==> config.mk <==
export PLATFORM = sky130hd
export DESIGN_NAME = bqs_port
export DESIGN_NICKNAME = d
export VERILOG_FILES = /design/src/logic/bqs_sync2.v /design/src/logic/bqs_port.v
export VERILOG_INCLUDE_DIRS = /design/src /design/src/logic
export SDC_FILE = /design/constraint.sdc
export NUM_CORES = 2
export LEC_CHECK = 0
export BUFFER_PORTS_ARGS = -buffer_cell sky130_fd_sc_hd__buf_2
export CORE_MARGIN = 10
export CORE_UTILIZATION = 60
export CTS_CLUSTER_DIAMETER = 50
export DETAILED_ROUTE_END_ITERATION = 12
export PLACE_DENSITY = 0.79
export SYNTH_ARGS = -nofsm -noshare
export SYNTH_HDL_FRONTEND = slang
export SYNTH_HIERARCHICAL = 1
export SYNTH_SLANG_ARGS = --single-unit
==> constraint.sdc <==
create_clock -name sys_clk -period 3.8 [get_ports sys_clk]
set_input_delay 0.38 -clock sys_clk [delete_from_list [all_inputs] [get_ports sys_clk]]
set_output_delay 0.38 -clock sys_clk [all_outputs]
set_load 0.005 [all_outputs]
==> src/logic/bqs_defines.vh <==
// Purpose: shared constants for the burst-of-four ddr sram port model
// Assumes: included by bare name from logic/ files
// Notes:   timing counts derive from times and the 100 ns system clock
`ifndef BQS_DEFINES_VH
`define BQS_DEFINES_VH
// ----------------------------------------------------------------
// widths and burst
// ----------------------------------------------------------------
`define BQS_BURST_LEN      4
`define BQS_BEAT_W         2
`define BQS_BEAT_LAST      2'h3
`define BQS_BEAT_ZERO      2'h0
`define BQS_BEAT_ONE       2'h1
// ----------------------------------------------------------------
// timing
// ----------------------------------------------------------------
`define BQS_SYS_PERIOD_NS  100
`define BQS_LOCK_CYCLES    2048
`define BQS_DOFF_MIN_NS    5
`define BQS_KSTATIC_NS     30
// least times round up, never under one cycle
`define BQS_DOFF_CYC  (((`BQS_DOFF_MIN_NS + `BQS_SYS_PERIOD_NS - 1) / `BQS_SYS_PERIOD_NS) < 1 ? 1 : ((`BQS_DOFF_MIN_NS + `BQS_SYS_PERIOD_NS - 1) / `BQS_SYS_PERIOD_NS))
`define BQS_KSTAT_CYC (((`BQS_KSTATIC_NS + `BQS_SYS_PERIOD_NS - 1) / `BQS_SYS_PERIOD_NS) < 1 ? 1 : ((`BQS_KSTATIC_NS + `BQS_SYS_PERIOD_NS - 1) / `BQS_SYS_PERIOD_NS))
`endif

==> src/logic/bqs_sync2.v <==
// Purpose: two flip-flop synchroniser for a bus of pin levels
// Assumes: inputs are asynchronous to sys_clk
// Notes:   first stage is read only by the second
`timescale 1ns/10ps
module bqs_sync2 #(
  parameter W = 1                      // bits to synchronise
) (
  input  wire         sys_clk,         // system clock
  input  wire         rst_n,           // async reset, active low
  input  wire [W-1:0] async_in,        // raw pin levels
  output reg  [W-1:0] sync_out         // synchronised levels
);
  reg [W-1:0] meta_q;                  // first stage, metastability catch

  // ----------------------------------------------------------------
  // two stage capture
  // ----------------------------------------------------------------
  always @(posedge sys_clk or negedge rst_n) begin
    if (!rst_n) begin
      meta_q   <= {W{1'b0}};
      sync_out <= {W{1'b0}};
    end else begin
      meta_q   <= async_in;
      sync_out <= meta_q;
    end
  end
endmodule // bqs_sync2

==> src/logic/bqs_port.v <==
// Purpose: burst-of-four ddr sram port: commands, burst, masks, forwarding, lock
// Assumes: k/k_n/pins are slow vs sys_clk (800 ns link period) and are sampled
// Notes:   reads return beats on successive k/k_n rising edges once issued
//
// Behaviour
// - burst counter makes four beat addresses
// - outputs disabled one cycle after idle
// - each write beat has its own mask
// - static clock resets loop, relock needed
// - read after same-address write is forwarded
`timescale 1ns/10ps
`include "bqs_defines.vh"
module bqs_port #(
  parameter AW        = 4,             // burst base address width
  parameter DW        = 18,            // data width per beat
  parameter BW        = 2,             // byte lanes per beat
  parameter LOCK_CYC  = `BQS_LOCK_CYCLES, // k rises needed for lock
  parameter KSTAT_CYC = `BQS_KSTAT_CYC  // static sys cycles that reset the loop
) (
  input  wire          sys_clk,        // system clock, 10 MHz
  input  wire          rst_n,          // async reset, active low
  input  wire          k_clk,          // input clock true
  input  wire          k_clk_n,        // input clock complement
  input  wire          rd_sel_n,       // read select, active low
  input  wire          wr_sel_n,       // write select, active low
  input  wire [AW-1:0] addr,           // burst base address
  input  wire [BW-1:0] byte_write_mask_n, // per-beat byte write mask, low writes
  input  wire [DW-1:0] wr_data,        // write data beat
  input  wire          dll_off_n,      // loop disable, low resets loop
  output reg  [DW-1:0] rd_data,        // read data beat
  output reg           rd_data_oe,     // read data output enable
  output reg           echo_clock_true,// echo clock true
  output reg           echo_clock_comp,// echo clock complement
  output reg           output_valid_flag, // read beat valid
  output reg           dll_locked      // loop locked status
);
  localparam LANE   = DW / BW;         // bits per byte lane
  localparam DEPTH  = 1 << (AW + `BQS_BEAT_W); // word count
  localparam CW     = 12;              // lock counter width
  localparam ST_IDLE = 1'b0;           // no burst running
  localparam ST_BURST = 1'b1;          // beats in flight

  // ----------------------------------------------------------------
  // pin synchronisers
  // ----------------------------------------------------------------
  wire k_s, kn_s, rd_s_n, wr_s_n, doff_s_n;
  wire [AW-1:0] addr_s;
  wire [BW-1:0] mask_s;
  wire [DW-1:0] wd_s;
  bqs_sync2 #(.W(5+AW+BW+DW)) u_sync (
    .sys_clk  (sys_clk),
    .rst_n    (rst_n),
    .async_in ({k_clk, k_clk_n, rd_sel_n, wr_sel_n, dll_off_n, addr,
                byte_write_mask_n, wr_data}),
    .sync_out ({k_s, kn_s, rd_s_n, wr_s_n, doff_s_n, addr_s, mask_s, wd_s})
  );
  reg k_d1_q, kn_d1_q;                 // previous clock levels
  wire k_rise  = k_s & ~k_d1_q;        // rising edge of true clock
  wire kn_rise = kn_s & ~kn_d1_q;      // rising edge of complement

  // ----------------------------------------------------------------
  // storage and state
  // ----------------------------------------------------------------
  reg [DW-1:0] mem [0:DEPTH-1];        // array, declared locally
  reg          wst_q;                  // write burst state
  reg [1:0]    wbeat_q;                // write beat counter
  reg [AW-1:0] waddr_q;                // write burst base
  reg          wpend_q;                // write command awaiting data
  reg          rst_q;                  // read burst state
  reg [1:0]    rbeat_q;                // read beat counter
  reg [AW-1:0] raddr_q;                // read burst base
  reg          rfwd_q;                 // read served from forward buffer
  reg [DW-1:0] fwd_q [0:`BQS_BURST_LEN-1]; // last write's beats
  reg [AW-1:0] fwd_addr_q;             // last write's base
  reg          fwd_vld_q;              // forward buffer holds a write
  reg          idle_seen_q;            // previous k rise was idle_cycle
  reg [CW-1:0] lock_cnt_q;             // k rises since loop reset
  reg [7:0]    doff_cnt_q;             // cycles disable input low
  reg [7:0]    kstat_cnt_q;            // cycles since last k change
  reg          k_prev_any_q;           // k level for static detect
  wire [AW+`BQS_BEAT_W-1:0] wptr = {waddr_q, wbeat_q}; // write beat address
  wire [AW+`BQS_BEAT_W-1:0] rptr = {raddr_q, rbeat_q}; // read beat address
  // address of the beat being written now, first beat or later ones
  wire [AW+`BQS_BEAT_W-1:0] wcur = (wst_q == ST_IDLE) ? {waddr_q, `BQS_BEAT_ZERO} : wptr;
  wire beat_edge = k_rise | kn_rise;   // any beat edge
  wire cmd_idle  = rd_s_n & wr_s_n;    // idle_cycle on k rise
  wire loop_rst  = (doff_cnt_q >= `BQS_DOFF_CYC) | (kstat_cnt_q >= KSTAT_CYC);

  // ----------------------------------------------------------------
  // edge history
  // ----------------------------------------------------------------
  always @(posedge sys_clk or negedge rst_n) begin
    if (!rst_n) begin
      k_d1_q  <= 1'b0;
      kn_d1_q <= 1'b0;
    end else begin
      k_d1_q  <= k_s;
      kn_d1_q <= kn_s;
    end
  end

  // ----------------------------------------------------------------
  // loop reset and lock; counters saturate to stay small
  // ----------------------------------------------------------------
  always @(posedge sys_clk or negedge rst_n) begin
    if (!rst_n) begin
      doff_cnt_q   <= 8'h00;
      kstat_cnt_q  <= 8'h00;
      k_prev_any_q <= 1'b0;
      lock_cnt_q   <= {CW{1'b0}};
      dll_locked   <= 1'b0;
    end else begin
      k_prev_any_q <= k_s;
      if (doff_s_n) doff_cnt_q <= 8'h00;
      else if (doff_cnt_q != 8'hFF) doff_cnt_q <= doff_cnt_q + 8'h01;
      if (k_s != k_prev_any_q) kstat_cnt_q <= 8'h00;
      else if (kstat_cnt_q != 8'hFF) kstat_cnt_q <= kstat_cnt_q + 8'h01;
      if (loop_rst) begin
        lock_cnt_q <= {CW{1'b0}};
        dll_locked <= 1'b0;
      end else if (k_rise && !dll_locked) begin
        if (lock_cnt_q == LOCK_CYC[CW-1:0] - {{(CW-1){1'b0}}, 1'b1}) dll_locked <= 1'b1;
        lock_cnt_q <= lock_cnt_q + {{(CW-1){1'b0}}, 1'b1};
      end
    end
  end

  // ----------------------------------------------------------------
  // write path: command on k, beats on alternate k/k_n rises
  // ----------------------------------------------------------------
  always @(posedge sys_clk or negedge rst_n) begin
    if (!rst_n) begin
      wst_q      <= ST_IDLE;
      wbeat_q    <= `BQS_BEAT_ZERO;
      waddr_q    <= {AW{1'b0}};
      wpend_q    <= 1'b0;
      fwd_addr_q <= {AW{1'b0}};
      fwd_vld_q  <= 1'b0;
    end else begin
      case (wst_q)
        ST_IDLE: begin
          if (k_rise && wpend_q) begin // first beat one cycle after command
            wst_q   <= ST_BURST;
            wbeat_q <= `BQS_BEAT_ONE;
            wpend_q <= 1'b0;
          end
          if (k_rise && !wr_s_n) begin
            wpend_q    <= 1'b1;
            waddr_q    <= addr_s;
            fwd_addr_q <= addr_s;
            fwd_vld_q  <= 1'b1;
          end
        end
        ST_BURST: begin
          if (beat_edge) begin
            wbeat_q <= wbeat_q + `BQS_BEAT_ONE;
            if (wbeat_q == `BQS_BEAT_LAST) wst_q <= ST_IDLE;
          end
        end
        default: wst_q <= ST_IDLE;
      endcase
    end
  end

  // beat data into array and forward buffer, per lane
  // masked lanes forward the old word so a forwarded read matches the array
  integer i;
  always @(posedge sys_clk) begin
    if ((wst_q == ST_IDLE && k_rise && wpend_q) || (wst_q == ST_BURST && beat_edge)) begin
      for (i = 0; i < BW; i = i + 1) begin
        if (!mask_s[i]) begin
          mem[wcur][i*LANE +: LANE] <= wd_s[i*LANE +: LANE];
        end
        fwd_q[wcur[`BQS_BEAT_W-1:0]][i*LANE +: LANE] <= mask_s[i] ?
          mem[wcur][i*LANE +: LANE] : wd_s[i*LANE +: LANE];
      end
    end
  end

  // ----------------------------------------------------------------
  // read path and output drive
  // ----------------------------------------------------------------
  always @(posedge sys_clk or negedge rst_n) begin
    if (!rst_n) begin
      rst_q             <= ST_IDLE;
      rbeat_q           <= `BQS_BEAT_ZERO;
      raddr_q           <= {AW{1'b0}};
      rfwd_q            <= 1'b0;
      idle_seen_q       <= 1'b0;
      rd_data           <= {DW{1'b0}};
      rd_data_oe        <= 1'b0;
      echo_clock_true   <= 1'b0;
      echo_clock_comp   <= 1'b1;
      output_valid_flag <= 1'b0;
    end else begin
      echo_clock_true <= k_s;          // echoes follow input clocks
      echo_clock_comp <= kn_s;
      if (k_rise) idle_seen_q <= cmd_idle;
      case (rst_q)
        ST_IDLE: begin
          output_valid_flag <= 1'b0;
          if (k_rise && idle_seen_q) rd_data_oe <= 1'b0;
          if (k_rise && !rd_s_n) begin
            rst_q   <= ST_BURST;
            rbeat_q <= `BQS_BEAT_ZERO;
            raddr_q <= addr_s;
            rfwd_q  <= fwd_vld_q && (fwd_addr_q == addr_s);
          end
        end
        ST_BURST: begin
          if (beat_edge) begin
            rd_data <= rfwd_q ? fwd_q[rbeat_q] : mem[rptr];
            rd_data_oe        <= 1'b1;
            output_valid_flag <= 1'b1;
            rbeat_q <= rbeat_q + `BQS_BEAT_ONE;
            if (rbeat_q == `BQS_BEAT_LAST) rst_q <= ST_IDLE;
          end
        end
        default: rst_q <= ST_IDLE;
      endcase
    end
  end
endmodule // bqs_port

# == Yosys cells after proc, flatten, opt, wreduce, memory -nomap -nowiden ==
# Memory sizes are Yosys's and may differ from the RTL's.
# Cells that the tools add are included.
# word_totals
mem_count,2
ff_bits,128
ramBits,1224
input_bits,31
# classes
mux,41
n_bitwise,9
n_eq_ne,12
magnitude_cmp,2
add_sub_neg,5
reduce_logical,26
# memory_table
memory,words,word_bits,read_ports,rd_ports_with_merged_regs,write_ports,line,rtl
mem,64,18,2,0,1,bqs_port.v:64,reg [DW-1:0] mem [0:DEPTH-1];
fwd_q,4,18,1,0,1,bqs_port.v:73,reg [DW-1:0] fwd_q [0:`BQS_BURST_LEN-1];
# op_table
op,n
8-bit 2-to-1 mux,4
12-bit 2-to-1 mux,2
1-bit 2-to-1 mux,21
18-bit 2-to-1 mux,1
9-bit 2-to-1 mux,2
8-bit by 1-bit adder with 8-bit output (second input constant),2
8-bit by 1-bit >= comparator with 1-bit output (second input constant),2
8-bit inequality test (second input constant),2
2-bit AND reduction,8
12-bit by 1-bit adder with 12-bit output (second input constant),1
12-bit by 11-bit == test with 1-bit output (second input constant),1
2-bit 2-to-1 mux,5
2-bit nonzero test,5
1-bit logical AND,9
1-bit case mux with 2 select lines,4
2-bit case mux with 2 select lines,2
2-bit by 1-bit inequality test with 1-bit output (second input constant),3
2-bit by 1-bit adder with 2-bit output (second input constant),2
2-bit == test (second input constant),2
4-bit == test,1
2-bit inequality test (second input constant),2
1-bit NOT,4
1-bit AND,3
1-bit logical NOT,3
3 further kinds,4

# == Depth between registers and ports, before layout ==
# depth
ltp_word,7
ltp_mapped,11
ltp_nobuf,8

# == Cells and area by module ==
# Netlist, hierarchy kept.
# modules_own_cells
module,area_each_um2,n_inst,cells_per_inst
bqs_port,63153.1,1,4275
bqs_sync2,1451.4,1,58

# == Least setup slack after synthesis ==
# No wires, ideal clock.
# synth_timing
path_kind,register to register
startpoint,reg wbeat_q[0]
endpoint,"mem fwd_q[2][0], enable pin"
setup_ns,0.416
path_buffers,5
required_ns,3.384
arrival_time_ns,2.524
stages_incl_launch_ff,7
setup_slack_ns,0.860
path_cell_list,dfrtp_1 -> buf_4 -> buf_4 -> buf_2 -> buf_2 -> buf_1 -> nor3_1
# synth_between
elab_chain_len,1
# synth_lines
element,line,rtl
start: declaration,bqs_port.v:66,reg [1:0] wbeat_q;
start signal: assignment,bqs_port.v:134,wbeat_q <= `BQS_BEAT_ZERO;
start signal: assignment,bqs_port.v:144,wbeat_q <= `BQS_BEAT_ONE;
start signal: assignment,bqs_port.v:156,wbeat_q <= wbeat_q + `BQS_BEAT_ONE;
2-bit 2-to-1 mux,bqs_port.v:84,"wire [AW+`BQS_BEAT_W-1:0] wcur = (wst_q == ST_IDLE) ? {waddr_q, `BQS_BEAT_ZERO} : wptr;"
end: declaration,bqs_port.v:73,
# No other way between the ends.

# == Final worst setup path ==
# layout_timing
startpoint,reg wst_q
endpoint,"mem mem[10][5], enable pin"
# layout_between
elab_chain_len,6
elab_cells_between_ends,8
classes_between,3 x mux; 1 x bitwise; 4 x reduce/logical
# layout_lines
element,line,rtl
start: declaration,bqs_port.v:65,reg wst_q;
start signal: assignment,bqs_port.v:133,wst_q <= ST_IDLE;
start signal: assignment,bqs_port.v:143,wst_q <= ST_BURST;
start signal: assignment,bqs_port.v:157,if (wbeat_q == `BQS_BEAT_LAST) wst_q <= ST_IDLE;
1-bit NOT (no line),--,
1-bit logical AND (2 in series),bqs_port.v:169,if ((wst_q == ST_IDLE && k_rise && wpend_q) || (wst_q == ST_BURST && beat_edge)) begin
1-bit logical OR,bqs_port.v:169,
1-bit 2-to-1 mux,bqs_port.v:169,
1-bit 2-to-1 mux (implied by the code),bqs_port.v:172,mem[wcur][i*LANE +: LANE] <= wd_s[i*LANE +: LANE];
end: declaration,bqs_port.v:64,
# Parallel ways exist; a longest one is shown, timed or not.

==> flow_summary_export.csv <==
group,metric,value,unit
drt,drtIter0Drc,9339,
yosys,ys_seq_area_frac,0.619,
floorplan,dieHeight,348,um
pwr,clockPowerShare,0.263,
placement,place_ws,0.440,ns
critical_path,worstPathArrival,4.19,ns
yosys,synth_ff_type,"edfxtp_1",
pwr,intPower,33400,uW
pwr,vdd.ir_drop.worst,0.000924,V
sta,hold_violations,0,
floorplan,fp.coreArea,107000,um^2
yosys,synthTopCellsByArea,"edfxtp_1, mux4_2, dfrtp_1",
floorplan,rows,120,
sta,rsz0062_at_grt,"false",
clocking,cts_hold_buf,30,
hold_path,hold_class,"primary input to asynchronous set/reset pin",
critical_path,reg2reg_setup_slack,0.11,ns
placement,io_buffer_count,53,
finish,layout-drive-gt1-share,0.235,
finish,syn_to_final_growth,13.2,%
yosys,async_reset_ff_frac,0.0947,
pwr,powerDensity,745,nW/um^2
grt,grt_pass1_wl,312,mm
sta,holdWs,0.166,ns
critical_path,required,4.30,ns
pwr,total_power,54500,uW
floorplan,die_x,348,um
critical_path,r2r-start,"wst_q",
critical_path,critPathCapture,"mem[10][5]",
yosys,synth.largest_area_cell,"edfxtp_1",
critical_path,critPathMaxFanout,28,
pwr,p_sw_frac,0.387,
drt,drc,0,
pwr,seqPwrFrac,0.327,
sta,min_period,3.69,ns
drt,wl_per_cell,35.9,um
placement,gp_congestion,1.00,
sta,worst_slack,0.107,ns
clocking,cts_tree,"built",
drt,dr.pass1.iters,6,
clocking,cts_buffers,146,
clocking,post-cts-setup-buffers,0,
yosys,syn_inst,4333,
critical_path,critPathCaptureType,"flip-flop",
flow_run,maxCapViolations,0,
grt,grt_max_degree,84,
clocking,ctsHtreeMaxLevel,4,
grt,overflow,0,
drt,vias_per_cell,7.64,
critical_path,crit_start,"wst_q",
critical_path,reg2reg_depth,5,
sta,skew,0.0343,ns
finish,final_common_cell,"edfxtp_1",
sta,slew_viol_final,0,
yosys,synth-edff-count,1224,
clocking,cts.sinks,1352,
yosys,avgSynthCellArea,14.9,um^2
yosys,ys_ff_latch,1352,
yosys,ys_types,80,
floorplan,initial_core_util,0.603,
finish,final_net_count,4595,
status,status,"complete, no violations",
drt,ant_nets,0,
sta,fmax,271,MHz
critical_path,reg2reg_to,"mem[10][5]",
yosys,synth_warnings,6,
grt,antenna_found_initial,15,
clocking,clkTransAtPathRegs,0.06,ns
yosys,synth_nets,4374,
sta,setup-tns-final,0,ns
clocking,insertion_delay,0.79,ns
drt,num_vias,46500,
floorplan,die_area,121000,um^2
pwr,netSwitchingPower,21100,uW
finish,final_cell_mix,"edfxtp_1, mux4_2, buf_4",
clocking,root_buffer,"clkbuf_16",
grt,grtUsageTotal,0.354,
sta,finalCritPeriodShare,0.972,
clocking,clk_path_buf_depth,3,
placement,dp_hpwl,140,mm
sta,max-slew-margin-rel,0.0817,
pwr,p_comb_frac,0.411,
clocking,cts_resized,0,
pwr,leakage,0.0243,uW
yosys,syn-cell-area,64600,um^2
grt,grt_pass1_vias,44900,
sta,finalSetupViolCount,0,
sta,worstMarginPinSlew,1.38,ns
floorplan,io_pins,54,
drt,wl,218,mm
critical_path,cp-start-kind,"flip-flop",
critical_path,criticalPathCategory,"flip-flop to flip-flop",
yosys,synth_top_area_frac,0.569,
## state kept, by name (all words and copies together), names as in the netlist, 2 cells and up
signal and count:
rd_data 18, rbeat_q 2, wbeat_q 2, mem 1152, kstat_cnt_q 8, fwd_addr_q 4, u_sync/meta_q 29, lock_cnt_q 12
u_sync/sync_out 29, fwd_q 72, raddr_q 4, doff_cnt_q 8
## cell usage after synthesis (48+ instances only)
cell and number:
edfxtp_1 1224, a21oi_1 180, mux2_2 75, clkbuf_1 131, a31oi_1 61, nor2_1 276
a221oi_1 89, o221ai_1 55, dfrtp_1 127, nand3_1 137, nand2_1 122, mux4_2 331
nand3b_1 71, buf_2 121, o22ai_1 48, buf_4 62, o21ai_0 194, a211oi_1 62
mux2i_1 286, nand2b_1 77, nor2b_1 67
## critical path, stage by stage (launching register included)
cell,delay [ns]
dfrtp_4,0.73
and3b_2,1.00
buf_4,0.38
nand3_1,0.60
nor2_1,0.41
buf_4,0.25
## layout make-up
| cell class | instances | area [um^2] |
|---|---|---|
| clock inverter | 90 | 926 |
| timing repair buffer | 446 | 3860 |
| tap | 1403 | 1760 |
| fill | 6878 | 33900 |
| inverter | 47 | 184 |
| multi-input combinational | 2561 | 22500 |
| antenna | 5 | 12.5 |
| clock buffer | 177 | 3860 |
| sequential | 1352 | 40000 |
## routing by layer
layer  global-route usage  part of all wire  up-vias
met2                0.506              0.42     4955
met4                0.210             0.075       18
met5                    0           0.00052        -
li1                     -                 -    18000
met1                0.447              0.32    22300
met3                0.152              0.18     1137
## worst min path at each step
stage	startpoint	endpoint	slack, ns	cells past startpoint
global route	rst_n	rd_data[17]	0.19	2
finish	rst_n	rd_data[11]	0.17	2
global placement	u_sync/meta_q[14]	u_sync/sync_out[14]	0.33	0
CTS	rst_n	rd_data[17]	0.17	2
detailed placement	u_sync/meta_q[0]	u_sync/sync_out[0]	0.33	0
floorplan	rst_n	dll_locked	0.08	0
## cell families (layout without fill, tap and decap cells)
kind of cell               after synthesis  after routing  synth area share
AOI/OAI and AO/OA                      962            962             0.102
xor gates and xnor gates                20             20           0.00271
adders and majority gates               10             10           0.00194
buffers and inverters                  420            760            0.0335
DFF                                   1352           1352             0.619
muxes                                  698            698             0.174
other                                    0              5                 0
and+or+nand+nor                        871            871            0.0672
## per-stage QoR
stage	utilization	area, um^2	instances
after global placement	0.636	68000	5779
after floorplan	-	64600	4333
final	0.683	73100	6081
after global routing	0.683	73100	6076
after CTS	0.683	73100	6076
after detailed placement	0.636	68000	5779
## power by group through the flow
stage	sequential [uW]	clock (uW)	combinational, uW
5_1_grt	17800	14900	22600
3_3_place_gp	18000	0	20600
3_5_place_dp	18000	0	21000
6_report	17800	14300	22400
4_1_cts	17700	14300	21200
2_1_floorplan	17300	0	14000
Note: power is estimated with default switching activity, not from simulation.
